<file path="src/rtl/hbs_params.svh">
// Constants for the hoist brake supervision block
`ifndef HBS_PARAMS_SVH
`define HBS_PARAMS_SVH

`define HBS_OFF_CTRL       12'h000
`define HBS_OFF_STATUS     12'h004
`define HBS_OFF_MASK       12'h008
`define HBS_OFF_THRESH     12'h00c
`define HBS_OFF_ENGAGE_T   12'h010
`define HBS_OFF_RELEASE_T  12'h014
`define HBS_OFF_DELAY_T    12'h018
`define HBS_OFF_RAMP_T     12'h01c
`define HBS_OFF_STATE      12'h020

`define HBS_CTRL_FB_POLICY   0
`define HBS_CTRL_MOT_RESP    1
`define HBS_CTRL_ENG_TYPE    2
`define HBS_CTRL_STEADY      3
`define HBS_CTRL_DELAY_EN    4

`define HBS_EV_FB_ERR        0
`define HBS_EV_CONTACT_WARN  1
`define HBS_EV_MOT_ERR       2
`define HBS_EV_MOT_WARN      3
`define HBS_EV_STEADY_ERR    4
`define HBS_NUM_EV           5

`define HBS_THRESH_OFF       16'h0000
`define HBS_RAMP_MAX_MS      5000
`define HBS_CLK_HZ           125000000
`define HBS_MS_CYCLES        (`HBS_CLK_HZ / 1000)

`endif

</file>
<file path="src/rtl/hbs_pkg.sv">
// Types for the hoist brake supervision block
`default_nettype none
package hbs_pkg;
    typedef enum logic [2:0] {
        HBS_IDLE    = 3'b000,
        HBS_RELEASE = 3'b001,
        HBS_RUN     = 3'b011,
        HBS_ZDELAY  = 3'b010,
        HBS_ENGAGE  = 3'b110,
        HBS_HOLD    = 3'b111,
        HBS_LOCKED  = 3'b101
    } hbs_phase_e;

    typedef struct packed {
        logic        run_cmd;
        logic        stop_cmd;
        logic        ref_nonzero;
        logic        closed_loop;
        logic        cia402;
        logic        op_enabled;
        logic [15:0] speed;
    } hbs_drive_s;

    typedef struct packed {
        logic brake_open;
        logic zero_speed;
        logic [15:0] torque_cur;
    } hbs_act_s;
endpackage
`default_nettype wire

</file>
<file path="src/rtl/hbs_tick.sv">
// Millisecond enable divider
`timescale 1ns/100ps
`default_nettype none
`include "hbs_params.svh"
module hbs_tick #(
    parameter int DIV = `HBS_MS_CYCLES
) (
    input  wire logic ref_clk_i,
    input  wire logic rst_i,
    output logic      tick_o
);
    typedef struct packed {
        logic [31:0] cnt;
        logic        tick;
    } hbs_tick_s;
    hbs_tick_s st_q, st_d;
    initial if (DIV < 1) $error("DIV must be at least 1");
    always_comb begin
        st_d = st_q;
        st_d.tick = 1'b0;
        if (st_q.cnt >= 32'(DIV - 1)) begin
            st_d.cnt = 32'h0;
            st_d.tick = 1'b1;
        end else begin
            st_d.cnt = st_q.cnt + 32'h1;
        end
    end
    always_ff @(posedge ref_clk_i or posedge rst_i) begin
        if (rst_i) st_q <= '0;
        else st_q <= st_d;
    end
    assign tick_o = st_q.tick;
endmodule
`default_nettype wire

</file>
<file path="src/rtl/hbs_sync.sv">
// Two-stage synchroniser for the feedback inputs
`timescale 1ns/100ps
`default_nettype none
module hbs_sync #(
    parameter int W = 2
) (
    input  wire logic         ref_clk_i,
    input  wire logic         rst_i,
    input  wire logic [W-1:0] d_i,
    output logic      [W-1:0] q_o
);
    typedef struct packed {
        logic [W-1:0] s1;
        logic [W-1:0] s2;
    } hbs_sync_s;
    hbs_sync_s st_q, st_d;
    initial if (W < 1) $error("W must be at least 1");
    always_comb begin
        st_d = st_q;
        st_d.s1 = d_i;
        st_d.s2 = st_q.s1;
    end
    always_ff @(posedge ref_clk_i or posedge rst_i) begin
        if (rst_i) st_q <= '0;
        else st_q <= st_d;
    end
    assign q_o = st_q.s2;
endmodule
`default_nettype wire

</file>
<file path="src/rtl/hbs_top.sv">
// Hoist brake supervision: engage feedback, load motion, engage type, current ramp
//
// Decided for this implementation: the APB register port and the placing of the registers.
`timescale 1ns/100ps
`default_nettype none
`include "hbs_params.svh"
module hbs_top #(
    parameter int TICK_DIV = `HBS_MS_CYCLES,
    parameter int CUR_W    = 16
) (
    input  wire logic              ref_clk_i,
    input  wire logic              rst_i,
    input  wire logic              psel,
    input  wire logic              penable,
    input  wire logic              pwrite,
    input  wire logic [11:0]       paddr,
    input  wire logic [31:0]       pwdata,
    output logic      [31:0]       prdata,
    output logic                   pready,
    output logic                   pslverr,
    input  wire hbs_pkg::hbs_drive_s drive_i,
    input  wire logic              contact_open_i,
    input  wire logic              relay_open_i,
    input  wire logic [CUR_W-1:0]  release_cur_i,
    output hbs_pkg::hbs_act_s      act_o,
    output logic                   irq_o
);
    typedef struct packed {
        logic [4:0]                ctrl;
        logic [`HBS_NUM_EV-1:0]    status;
        logic [`HBS_NUM_EV-1:0]    mask;
        logic [15:0]               thresh;
        logic [15:0]               eng_t;
        logic [15:0]               rel_t;
        logic [15:0]               dly_t;
        logic [15:0]               ramp_t;
        hbs_pkg::hbs_phase_e       phase;
        logic [15:0]               tmr;
        logic [15:0]               ramp_cnt;
        logic [CUR_W-1:0]          cur;
        logic                      eng_done;
        logic [31:0]               prdata;
        logic                      pready;
        logic                      pslverr;
        hbs_pkg::hbs_act_s         act;
        logic                      irq;
    } hbs_top_s;

    hbs_top_s st_q, st_d;
    logic tick;
    logic [1:0] fb_sync;
    logic fb_open;
    logic mon_armed;
    logic uncmd;
    logic [`HBS_NUM_EV-1:0] ev;
    logic apb_wr;
    logic apb_rd;

    initial if (CUR_W < 1 || CUR_W > 32) $error("CUR_W out of range");
    initial if (TICK_DIV < 1) $error("TICK_DIV must be at least 1");

    hbs_tick #(.DIV(TICK_DIV)) u_tick (
        .ref_clk_i(ref_clk_i),
        .rst_i    (rst_i),
        .tick_o   (tick)
    );

    hbs_sync #(.W(2)) u_sync (
        .ref_clk_i(ref_clk_i),
        .rst_i    (rst_i),
        .d_i      ({contact_open_i, relay_open_i}),
        .q_o      (fb_sync)
    );

    // Both must read open; either closed means the brake may not be holding torque
    assign fb_open = &fb_sync;
    assign apb_wr = psel && penable && pwrite && !st_q.pready;
    assign apb_rd = psel && penable && !pwrite && !st_q.pready;

    // Monitoring needs closed loop, a live threshold and, under CiA402, Operation Enabled
    assign mon_armed = drive_i.closed_loop
                     && (st_q.thresh != `HBS_THRESH_OFF)
                     && (!drive_i.cia402 || drive_i.op_enabled);
    assign uncmd = mon_armed && !drive_i.run_cmd && (drive_i.speed > st_q.thresh);

    always_comb begin
        ev = '0;
        st_d = st_q;
        st_d.pready = 1'b0;
        st_d.pslverr = 1'b0;
        // Engage window closing with feedback still shut
        if (st_q.phase == hbs_pkg::HBS_ENGAGE && tick && st_q.tmr == 16'h0 && !fb_open) begin
            if (!st_q.ctrl[`HBS_CTRL_FB_POLICY]) ev[`HBS_EV_FB_ERR] = 1'b1;
            else ev[`HBS_EV_CONTACT_WARN] = 1'b1;
        end
        if (uncmd) begin
            if (!st_q.ctrl[`HBS_CTRL_MOT_RESP]) ev[`HBS_EV_MOT_ERR] = 1'b1;
            else ev[`HBS_EV_MOT_WARN] = 1'b1;
        end
        // Open feedback (contact and relay both open) while running counts only when the ctrl steady bit is clear
        if (!st_q.ctrl[`HBS_CTRL_STEADY] && st_q.phase == hbs_pkg::HBS_RUN && fb_open) begin
            ev[`HBS_EV_STEADY_ERR] = 1'b1;
        end

        // Timers count milliseconds
        if (tick && st_q.tmr != 16'h0) st_d.tmr = st_q.tmr - 16'h1;

        case (st_q.phase)
            hbs_pkg::HBS_IDLE: begin
                if (drive_i.run_cmd) begin
                    st_d.phase = hbs_pkg::HBS_RELEASE;
                    st_d.tmr = st_q.rel_t;
                    st_d.eng_done = 1'b0;
                end
            end
            hbs_pkg::HBS_RELEASE: begin
                if (st_q.tmr == 16'h0 && st_q.cur == release_cur_i) st_d.phase = hbs_pkg::HBS_RUN;
            end
            hbs_pkg::HBS_RUN: begin
                if (!drive_i.run_cmd || !drive_i.ref_nonzero) begin
                    // Delay enabled: engage type is honoured; otherwise plain engage
                    if (st_q.ctrl[`HBS_CTRL_DELAY_EN]) begin
                        st_d.phase = hbs_pkg::HBS_ZDELAY;
                        st_d.tmr = st_q.dly_t;
                    end else begin
                        st_d.phase = hbs_pkg::HBS_ENGAGE;
                        st_d.tmr = st_q.eng_t;
                    end
                end
            end
            hbs_pkg::HBS_ZDELAY: begin
                if (st_q.tmr == 16'h0) begin
                    st_d.phase = hbs_pkg::HBS_ENGAGE;
                    st_d.tmr = st_q.eng_t;
                end
            end
            hbs_pkg::HBS_ENGAGE: begin
                if (tick && st_q.tmr == 16'h0) begin
                    st_d.eng_done = 1'b1;
                    if (!fb_open && !st_q.ctrl[`HBS_CTRL_FB_POLICY]) begin
                        st_d.phase = hbs_pkg::HBS_LOCKED;
                    end else if (!fb_open) begin
                        st_d.phase = hbs_pkg::HBS_HOLD;
                    end else if (st_q.ctrl[`HBS_CTRL_DELAY_EN] && !st_q.ctrl[`HBS_CTRL_ENG_TYPE]) begin
                        st_d.phase = hbs_pkg::HBS_HOLD;
                    end else begin
                        st_d.phase = hbs_pkg::HBS_IDLE;
                    end
                end
            end
            hbs_pkg::HBS_HOLD: begin
                // Stop is only seen once the engage time is over
                if (drive_i.stop_cmd && st_q.eng_done) begin
                    st_d.phase = hbs_pkg::HBS_IDLE;
                end else if (drive_i.run_cmd && drive_i.ref_nonzero && fb_open) begin
                    st_d.phase = hbs_pkg::HBS_RELEASE;
                    st_d.tmr = st_q.rel_t;
                end
            end
            hbs_pkg::HBS_LOCKED: begin
                if (!drive_i.run_cmd && st_q.status == '0) st_d.phase = hbs_pkg::HBS_IDLE;
            end
            default: st_d.phase = hbs_pkg::HBS_IDLE;
        endcase
        if (ev[`HBS_EV_MOT_ERR] || ev[`HBS_EV_STEADY_ERR]) st_d.phase = hbs_pkg::HBS_LOCKED;

        // Torque current ramp: one step of release_cur per ramp time, zero time jumps
        if (tick) begin
            if (st_q.ramp_cnt != 16'h0) st_d.ramp_cnt = st_q.ramp_cnt - 16'h1;
            else begin
                st_d.ramp_cnt = st_q.ramp_t;
                if (st_d.phase == hbs_pkg::HBS_RELEASE || st_d.phase == hbs_pkg::HBS_RUN
                    || st_d.phase == hbs_pkg::HBS_HOLD) begin
                    st_d.cur = release_cur_i;
                end else begin
                    st_d.cur = '0;
                end
            end
        end
        if (st_q.ramp_t == 16'h0) begin
            st_d.cur = (st_d.phase == hbs_pkg::HBS_IDLE || st_d.phase == hbs_pkg::HBS_LOCKED)
                       ? '0 : release_cur_i;
        end

        // APB, one wait state; write-one-to-clear, hardware set wins
        if (apb_wr) begin
            st_d.pready = 1'b1;
            case (paddr)
                `HBS_OFF_CTRL:      st_d.ctrl = pwdata[4:0];
                `HBS_OFF_STATUS:    st_d.status = st_q.status & ~pwdata[`HBS_NUM_EV-1:0];
                `HBS_OFF_MASK:      st_d.mask = pwdata[`HBS_NUM_EV-1:0];
                `HBS_OFF_THRESH:    st_d.thresh = pwdata[15:0];
                `HBS_OFF_ENGAGE_T:  st_d.eng_t = pwdata[15:0];
                `HBS_OFF_RELEASE_T: st_d.rel_t = pwdata[15:0];
                `HBS_OFF_DELAY_T:   st_d.dly_t = pwdata[15:0];
                `HBS_OFF_RAMP_T: begin
                    if (pwdata[15:0] > 16'(`HBS_RAMP_MAX_MS)) st_d.pslverr = 1'b1;
                    else st_d.ramp_t = pwdata[15:0];
                end
                `HBS_OFF_STATE:     st_d.pslverr = 1'b1;
                default:            st_d.pslverr = 1'b1;
            endcase
        end
        if (apb_rd) begin
            st_d.pready = 1'b1;
            st_d.prdata = 32'h0;
            case (paddr)
                `HBS_OFF_CTRL:      st_d.prdata = {27'h0, st_q.ctrl};
                `HBS_OFF_STATUS:    st_d.prdata = {27'h0, st_q.status};
                `HBS_OFF_MASK:      st_d.prdata = {27'h0, st_q.mask};
                `HBS_OFF_THRESH:    st_d.prdata = {16'h0, st_q.thresh};
                `HBS_OFF_ENGAGE_T:  st_d.prdata = {16'h0, st_q.eng_t};
                `HBS_OFF_RELEASE_T: st_d.prdata = {16'h0, st_q.rel_t};
                `HBS_OFF_DELAY_T:   st_d.prdata = {16'h0, st_q.dly_t};
                `HBS_OFF_RAMP_T:    st_d.prdata = {16'h0, st_q.ramp_t};
                `HBS_OFF_STATE:     st_d.prdata = {26'h0, fb_open, st_q.eng_done, 1'b0, st_q.phase};
                default:            st_d.pslverr = 1'b1;
            endcase
        end
        st_d.status = st_d.status | ev;

        // Zero speed held in hold phase, in the zero-speed delay, and in the uncommanded-motion warning case
        st_d.act.zero_speed = (st_d.phase == hbs_pkg::HBS_HOLD)
                            || (st_d.phase == hbs_pkg::HBS_ZDELAY)
                            || ev[`HBS_EV_MOT_WARN];
        // The motion warning never opens the brake
        st_d.act.brake_open = (st_d.phase == hbs_pkg::HBS_RELEASE || st_d.phase == hbs_pkg::HBS_RUN
                              || st_d.phase == hbs_pkg::HBS_ZDELAY) && !ev[`HBS_EV_MOT_WARN];
        st_d.act.torque_cur = 16'(st_d.cur);
        st_d.irq = |(st_d.status & st_d.mask);
    end

    always_ff @(posedge ref_clk_i or posedge rst_i) begin
        if (rst_i) begin
            st_q <= '0;
            st_q.phase <= hbs_pkg::HBS_IDLE;
        end else begin
            st_q <= st_d;
        end
    end

    assign prdata  = st_q.prdata;
    assign pready  = st_q.pready;
    assign pslverr = st_q.pslverr;
    assign act_o   = st_q.act;
    assign irq_o   = st_q.irq;

    a_fb_lock_err: assert property (@(posedge ref_clk_i) disable iff (rst_i)
        (st_q.phase == hbs_pkg::HBS_ENGAGE && tick && st_q.tmr == 16'h0 && !fb_open
         && !st_q.ctrl[`HBS_CTRL_FB_POLICY]) |=> (st_q.phase == hbs_pkg::HBS_LOCKED
         && st_q.status[`HBS_EV_FB_ERR]))
        else $error("feedback error did not lock");
    a_contact_warn_hold: assert property (@(posedge ref_clk_i) disable iff (rst_i)
        (st_q.phase == hbs_pkg::HBS_ENGAGE && tick && st_q.tmr == 16'h0 && !fb_open
         && st_q.ctrl[`HBS_CTRL_FB_POLICY] && !uncmd)
        |=> (st_q.status[`HBS_EV_CONTACT_WARN] && st_q.act.zero_speed))
        else $error("contact warning without zero speed");
    a_motion_off: assert property (@(posedge ref_clk_i) disable iff (rst_i)
        (st_q.thresh == `HBS_THRESH_OFF || !drive_i.closed_loop) |-> !uncmd)
        else $error("motion monitored while disabled");
    a_motion_resp: assert property (@(posedge ref_clk_i) disable iff (rst_i)
        (uncmd && st_q.ctrl[`HBS_CTRL_MOT_RESP]) |=> (!st_q.act.brake_open && st_q.act.zero_speed))
        else $error("motion warning released brake");
    a_cia_gate: assert property (@(posedge ref_clk_i) disable iff (rst_i)
        (drive_i.cia402 && !drive_i.op_enabled) |-> !mon_armed)
        else $error("motion armed outside operation enabled");
    a_stop_ignored: assert property (@(posedge ref_clk_i) disable iff (rst_i)
        (st_q.phase == hbs_pkg::HBS_ENGAGE && !(tick && st_q.tmr == 16'h0))
        |=> (st_q.phase == hbs_pkg::HBS_ENGAGE || st_q.phase == hbs_pkg::HBS_LOCKED))
        else $error("stop taken before engage time");
    a_type1_idle: assert property (@(posedge ref_clk_i) disable iff (rst_i)
        (st_q.phase == hbs_pkg::HBS_ENGAGE && tick && st_q.tmr == 16'h0 && fb_open
         && st_q.ctrl[`HBS_CTRL_ENG_TYPE] && !uncmd) |=> st_q.phase == hbs_pkg::HBS_IDLE)
        else $error("type 1 did not finish engage");
    a_ramp_limit: assert property (@(posedge ref_clk_i) disable iff (rst_i)
        st_q.ramp_t <= 16'(`HBS_RAMP_MAX_MS))
        else $error("ramp time above limit");
    a_steady_err: assert property (@(posedge ref_clk_i) disable iff (rst_i)
        (!st_q.ctrl[`HBS_CTRL_STEADY] && st_q.phase == hbs_pkg::HBS_RUN && fb_open)
        |=> (st_q.phase == hbs_pkg::HBS_LOCKED && st_q.status[`HBS_EV_STEADY_ERR]))
        else $error("open feedback while running not locked");
    a_delay_gate: assert property (@(posedge ref_clk_i) disable iff (rst_i)
        (st_q.phase == hbs_pkg::HBS_RUN && !st_q.ctrl[`HBS_CTRL_DELAY_EN])
        |=> st_q.phase != hbs_pkg::HBS_ZDELAY)
        else $error("zero-speed delay entered while disabled");
    // Type 0 must keep regulating at zero speed after the brake shut
    a_type0_hold: assert property (@(posedge ref_clk_i) disable iff (rst_i)
        (st_q.phase == hbs_pkg::HBS_ENGAGE && tick && st_q.tmr == 16'h0 && fb_open
         && st_q.ctrl[`HBS_CTRL_DELAY_EN] && !st_q.ctrl[`HBS_CTRL_ENG_TYPE] && !uncmd)
        |=> (st_q.phase == hbs_pkg::HBS_HOLD && st_q.act.zero_speed))
        else $error("type 0 did not hold zero speed");
endmodule
`default_nettype wire

</file>
<file path="config.mk">
export PLATFORM = sky130hd
export DESIGN_NAME = hbs_top
export DESIGN_NICKNAME = d
export VERILOG_FILES = /design/src/rtl/hbs_pkg.sv /design/src/rtl/hbs_tick.sv /design/src/rtl/hbs_sync.sv /design/src/rtl/hbs_top.sv
export VERILOG_INCLUDE_DIRS = /design/src /design/src/rtl
export SDC_FILE = /design/constraint.sdc
export NUM_CORES = 1
export LEC_CHECK = 0
export ABC_CLOCK_PERIOD_IN_PS = 10200
export BUFFER_PORTS_ARGS = -buffer_cell sky130_fd_sc_hd__buf_2
export CAP_MARGIN = 20
export CORE_UTILIZATION = 45
export CTS_CLUSTER_DIAMETER = 100
export DETAILED_ROUTE_END_ITERATION = 10
export GPL_TIMING_DRIVEN = 0
export PLACE_DENSITY = 0.73
export SYNTH_ARGS = -nofsm -noshare
export SYNTH_HDL_FRONTEND = slang
export SYNTH_SLANG_ARGS = --single-unit
</file>
<file path="constraint.sdc">
create_clock -name ref_clk_i -period 10.2 [get_ports ref_clk_i]
set_input_delay 0 -clock ref_clk_i [delete_from_list [all_inputs] [get_ports ref_clk_i]]
set_output_delay 0 -clock ref_clk_i [all_outputs]
set_load 0.05 [all_outputs]
</file>
* After elaboration in Yosys (flattened, before gate mapping) *
Index checks and enable logic that the tools add are counted.

storage, ports and cells
  RAM bits = 0
  output and inout bits = 53
  ROM bits = 0
  bits in registers = 205
  word-level logic and storage cells = 173
  memories kept = 0
  input bits = 89
  latch bits = 0

operators by class
  divide/modulo/power cells = 0
  eq/ne operators = 23
  reductions and logical operators = 66
  magnitude comparators = 3
  shifts and indexed selects = 0
  mux-type cells = 50
  bitwise operators = 5
  multiply operators = 0
  add/sub/neg operators = 3

operator list
  kind                   count
  $mux 16                14
  $pmux 16 s9            1
  $mux 19                5
  $mux 90                1
  $pmux 16 s4            1
  $eq 12x5->1 const B    4
  $reduce_bool 16->1     3
  $add 32x1->32 const B  1
  $ge 32x17->1 const B   1
  $logic_not 16->1       2
  $mux 32                1
  $sub 16x1->16 const B  2
  $eq 12x4->1 const B    2
  $logic_and 1x1->1      24
  $mux 3                 8
  $pmux 3 s7             1
  $eq 16x16->1           1
  $gt 16x13->1 const B   1
  $gt 16x16->1           1
  $eq 3x3->1 const B     5
  $reduce_and 2->1       7
  $eq 12x3->1 const B    1
  $eq 12x6->1 const B    1
  $eq 3x2->1 const B     4
  21 further kinds       58

* Longest topological paths before layout *
  depth in word-level cells = 15
  depth in mapped cells = 11
  depth with buffers taken out = 9

* Modules after synthesis *
From an unflattened synthesis, not the netlist that was laid out.

second synthesis, totals
  cell total of the unflattened synthesis = 1074
  area, all modules = 10994.3 um2

modules (own cells, without submodules)
  module    cells an instance  area an instance (um2)  times used  seq. area each (um2)
  hbs_top   958                9589.2                  1           4204.0
  hbs_tick  111                1301.2                  1           825.8
  hbs_sync  5                  103.8                   1           100.1

* Least setup slack after synthesis *
Ideal clock, no wire load.

  path kind = register to register
  start = reg st_q[89] (netlist name)
  end = reg st_q (netlist bit act_o[0])
  required time = 10.081 ns
  setup slack = 7.306 ns
  stages on the path, launching flop included = 10
  clock period less this slack = 2.894 ns
  path buffers = 2
  arrival time = 2.774 ns
  path through = dfrtp_1 > or3_4 > or3_1 > buf_2 > or4_4 > a211oi_4 > o21ai_2 > a221oi_4 > buf_8 > nor3_2

on the way
  cells in the longest elaborated chain, start to end = 12
  elaborated cells between the ends (all ways) = 21
  those cells by class = eq/ne (4); mux (10); reduce/logical (7)

RTL lines
  element                                          line                                            source
  start, declared                                  hbs_top.sv:49                                   hbs_top_s st_q, st_d;
  start signal, assigned                           hbs_top.sv:238                                  st_q <= st_d;
  $logic_not 16->1 (*)                             hbs_top.sv:117, hbs_top.sv:132, hbs_top.sv:138
  $logic_and 1x1->1 (on tied branches)             hbs_top.sv:138, hbs_top.sv:117
  $mux 3 (on tied branches)                        hbs_top.sv:138, hbs_top.sv:117
  $pmux 3 s7 (*)                                   hbs_top.sv:108                                  case (st_q.phase)
  $mux 3 (*)                                       hbs_top.sv:165                                  if (ev[`HBS_EV_MOT_ERR] || ev[`HBS_EV_STEADY_ERR]) st_d.phase = hbs_pkg::HBS_LOCKED;
  $eq 3x1->1 / $eq 3x2->1 (equally long branches)  hbs_top.sv:172                                  if (st_d.phase == hbs_pkg::HBS_RELEASE || st_d.phase == hbs_pkg::HBS_RUN
  $logic_or 1x1->1                                 hbs_top.sv:172
  $logic_or 1x1->1                                 hbs_top.sv:173                                  || st_d.phase == hbs_pkg::HBS_HOLD) begin
  $mux 16                                          hbs_top.sv:172
  $mux 16                                          hbs_top.sv:169                                  if (st_q.ramp_cnt != 16'h0) st_d.ramp_cnt = st_q.ramp_cnt - 16'h1;
  $mux 16                                          hbs_top.sv:168                                  if (tick) begin
  $mux 16 (*)                                      hbs_top.sv:180                                  if (st_q.ramp_t == 16'h0) begin

Mark *: on every way between the ends. The rest lies on a longest branch, timed or not. The select of a mux whose other input is x is not followed.
A chain may end at the register's enable or synchronous reset.

==> key figures <==
Drt
  • DR WL/cell: 18.3 µm
  • Avg Vias per Cell: 5.65
  • Antenna-violating nets left: 0
  • Vias: 8660
  • Detailed Route Iter0 Violations: 912
  • Pre-antenna DRT Iters: 9
  • DRC violations left: 0
  • DRT Wirelength: 28.1 mm

Floorplanning
  • Chip height: 156 µm
  • Die X: 156 µm
  • Rows: 55
  • I/O Pins: 142
  • Die area: 24200 µm²
  • Initial Utilization: 46.3%
  • Core Box Area: 22900 µm²

STA
  • Slew HR: 15.9%
  • Period utilisation layout: 39.6%
  • Setup TNS: 0 ps
  • Max-slew violation count: 0
  • Fmax: 248 MHz
  • RSZ-0062 raised after global routing: false
  • Final min period: 4040 ps
  • Final setup viols: 0
  • Clk_skew: 14.3 ps
  • Worst-Margin Slew: 1230 ps
  • Fin. Hold Viols: 0
  • Post-route worst setup slack: 6160 ps

Finish
  • Ratio of cells with drive above 1 in the final layout: 26.5%
  • Layout area overhead: 21.3%
  • Ant diodes: 0
  • Finished Cell Area: 12900 µm²
  • Fin nets: 1314
  • Fillers: 1937

Setup path
  • Critical Setup Path Class: flip-flop to flip-flop
  • Required arrival time at the worst endpoint: 10620 ps
  • RR Startpoint: st_q[182]
  • Setup crit end kind: flip-flop
  • Worst r2r dst: act_o[3]
  • CP startpoint kind: flip-flop
  • R2R setup slack: 6160 ps
  • Crit path DAT: 4460 ps
  • Crit-path max FO: 10
  • R2R cell count: 10

Clocking
  • Clock latency on the worst-skew pair: 510 ps
  • Clock Sinks: 205
  • Post-CTS Setup Inserts: 0
  • CTS-repair resized insts: 0
  • Post-CTS Hold Buffers: 40
  • CTS root buffer: clkbuf_16
  • CTS buffer count: 23
  • CTS clk-pin slew, worst paths: 60 ps
  • CTS tree: yes
  • Clock Path Buffers: 3
  • H-tree lvl count: 1

Power
  • Clock power share: 42.0%
  • Max IR drop VDD: 0.145 mV
  • Switching share of power: 26.7%
  • Design Power: 2.04 mW
  • NetSw: 0.544 mW
  • Combinational share of power: 13.3%
  • P_int: 1.49 mW
  • Sequential share of power: 44.7%
  • P per Cell Area: 158 nW/µm²
  • Leakage: 5.98 nW

Yosys
  • Distinct cells, synth: 79
  • Post-synthesis sequential area ratio: 48.3%
  • Mapped Cells: 1001
  • #FFs+latches synth: 205
  • Post-synth top flop: dfrtp_1
  • Yosys top cell by area: dfrtp_1
  • EDFF count, synth: 0
  • Synth Cell Area: 10600 µm²
  • Yosys top cell area share: 48.3%
  • Synth Warn #: 0
  • Async SR Flop Fraction: 100%
  • Largest cells by area after synthesis: dfrtp_1 (48%), mux2_2 (9.1%), buf_4 (3.5%)
  • Syn Area/Cell: 10.6 µm²

Global routing
  • First-pass GRT wire length: 44.4 mm
  • Initial antenna violation count: 0
  • Vias in the first global route: 8337
  • Gr usage total: 23.3%
  • Largest net degree at the start of global routing: 124
  • Total grt overflow: 0

Run status
  • Status: complete, no violations

Worst hold path
  • Worst Hold Path EP: st_q[192]
  • Hold_sp: pwdata[2]
  • Hold depth: 3
  • Hold Path Class: input pin to flip-flop

Place
  • Hpwl dp: 19.8 mm
  • Port bufs: 107
  • Gp weighted congestion: 0.880
  • Placed Area: 11700 µm²
  • Post-Place Setup Slack: 6450 ps

Job
  • Max-Cap Viols: 0
-- synthesized netlist by cell type, types with 3 or more instances --
master / number
xor2_1: 12
nand2_1: 69
a22oi_1: 3
o31ai_1: 3
a221o_1: 4
buf_4: 50
nor3_1: 24
o211ai_1: 4
or2_2: 4
nor3_2: 13
a21o_1: 14
or3_1: 3
a31oi_1: 9
nand4_1: 15
nor4_2: 4
and4_1: 3
nor2_1: 84
inv_1: 31
xnor2_1: 33
nor4_1: 22
a221oi_1: 11
and2_1: 4
nand3_1: 21
nor2b_1: 5
o21ai_0: 65
nand2b_1: 4
clkbuf_1: 32
o2111ai_1: 4
a222oi_1: 26
ha_1: 20
or4_1: 8
mux2i_1: 13
a21oi_1: 35
and3_1: 4
mux2_2: 86
dfrtp_1: 205
clkbuf_8: 3
-- how the worst max path moves through the flow --
stage / startpoint / endpoint / slack, ps
after floorplan: rst_i / act_o[0] / 4600
after global placement: rst_i / st_q[164] / 2330
after detailed placement: st_q[182] / act_o[1] / 6450
after CTS: st_q[182] / act_o[1] / 6410
after global routing: st_q[182] / act_o[3] / 6280
final: st_q[182] / act_o[3] / 6160
-- logic make-up after synthesis --
kind of cell / count (synthesis) / share of synthesized area (%)
buf+inv: 123 / 6.63
xor+xnor: 45 / 3.71
simple gates: 306 / 15.2
flops: 205 / 48.3
fa+ha+maj: 20 / 2.36
mux: 99 / 10.3
compound gates: 202 / 13.4
other cells: 1 / 0.0353
-- worst max-delay path, cell delays in order (launching register included) --
cell       delay, ps
dfrtp_1          480
inv_1             80
ha_1             290
a21o_1           160
a21o_1           160
a2111oi_0       1060
a31oi_1          440
a211oi_1         660
a221oi_4         220
buf_8            210
nor3_2           190
-- through the flow --
step | hold slack [ps] | util [%] | instances
6_report | 69.4 | 56.2 | 1533
3_3_place_gp | 109 | 50.9 | 1451
3_5_place_dp | 109 | 51.0 | 1452
5_1_grt | 76.4 | 56.2 | 1533
4_1_cts | 31.5 | 56.2 | 1532
2_1_floorplan | 31.4 | - | 1031
-- power by group through the flow --
stage / sequential [mW] / combinational (mW) / clock (mW)
after floorplan: 0.914 / 0.191 / 0
final: 0.910 / 0.270 / 0.856
after CTS: 0.908 / 0.268 / 0.866
after detailed placement: 0.923 / 0.253 / 0
after global placement: 0.920 / 0.245 / 0
after global routing: 0.916 / 0.299 / 0.896
-- cells in the final DEF (no fill, tap or decap), types with 4 or more instances in the layout --
cell,instances
dfrtp_1,205
buf_2,110
mux2_2,86
nor2_1,84
nand2_1,69
o21ai_0,65
buf_4,50
dlygate4sd3_1,41
clkbuf_1,36
a21oi_1,35
xnor2_1,33
conb_1,31
inv_1,30
a222oi_1,26
nor3_1,24
clkbuf_16,23
nor4_1,22
nand3_1,21
ha_1,20
nand4_1,15
a21o_1,14
nor3_2,13
mux2i_1,13
xor2_1,12
a221oi_1,11
a31oi_1,9
or4_1,8
nor2b_1,5
nand2b_1,4
or2_2,4
and2_1,4
nor4_2,4
o2111ai_1,4
and3_1,4
a221o_1,4
o211ai_1,4
bufinv_16,4
clkinvlp_4,4
-- cell type report --
cell class                      count  area, µm²  share of cell area (%)
Sequential cell                   205       5130                    39.8
Multi-Input combinational cell    703       4900                    38.0
Timing Repair Buffer              149        968                    7.52
Clock buffer                       27        591                    4.59
Buffer                             92        588                    4.57
Tap cell                          313        392                    3.04
Clock inverter                     13        186                    1.45
Inverter                           31        124                   0.962
-- sequential cells by signal, indices dropped and copies added, names as in the netlist --
register / flops
act_o: 18
irq_o: 1
prdata: 16
pready: 1
pslverr: 1
st_q: 131
u_sync.q_o: 2
u_sync.st_d: 2
u_tick.st_q: 32
u_tick.tick_o: 1
-- routing by layer --
layer	up-vias	part of all wire, %	GRT usage (%)
met5	-	0	0
li1	3995	-	-
met4	0	3.2	8.22
met2	386	47	37.0
met1	4212	42	31.9
met3	67	7.8	4.58
Note: power is estimated with default switching activity, not from simulation.
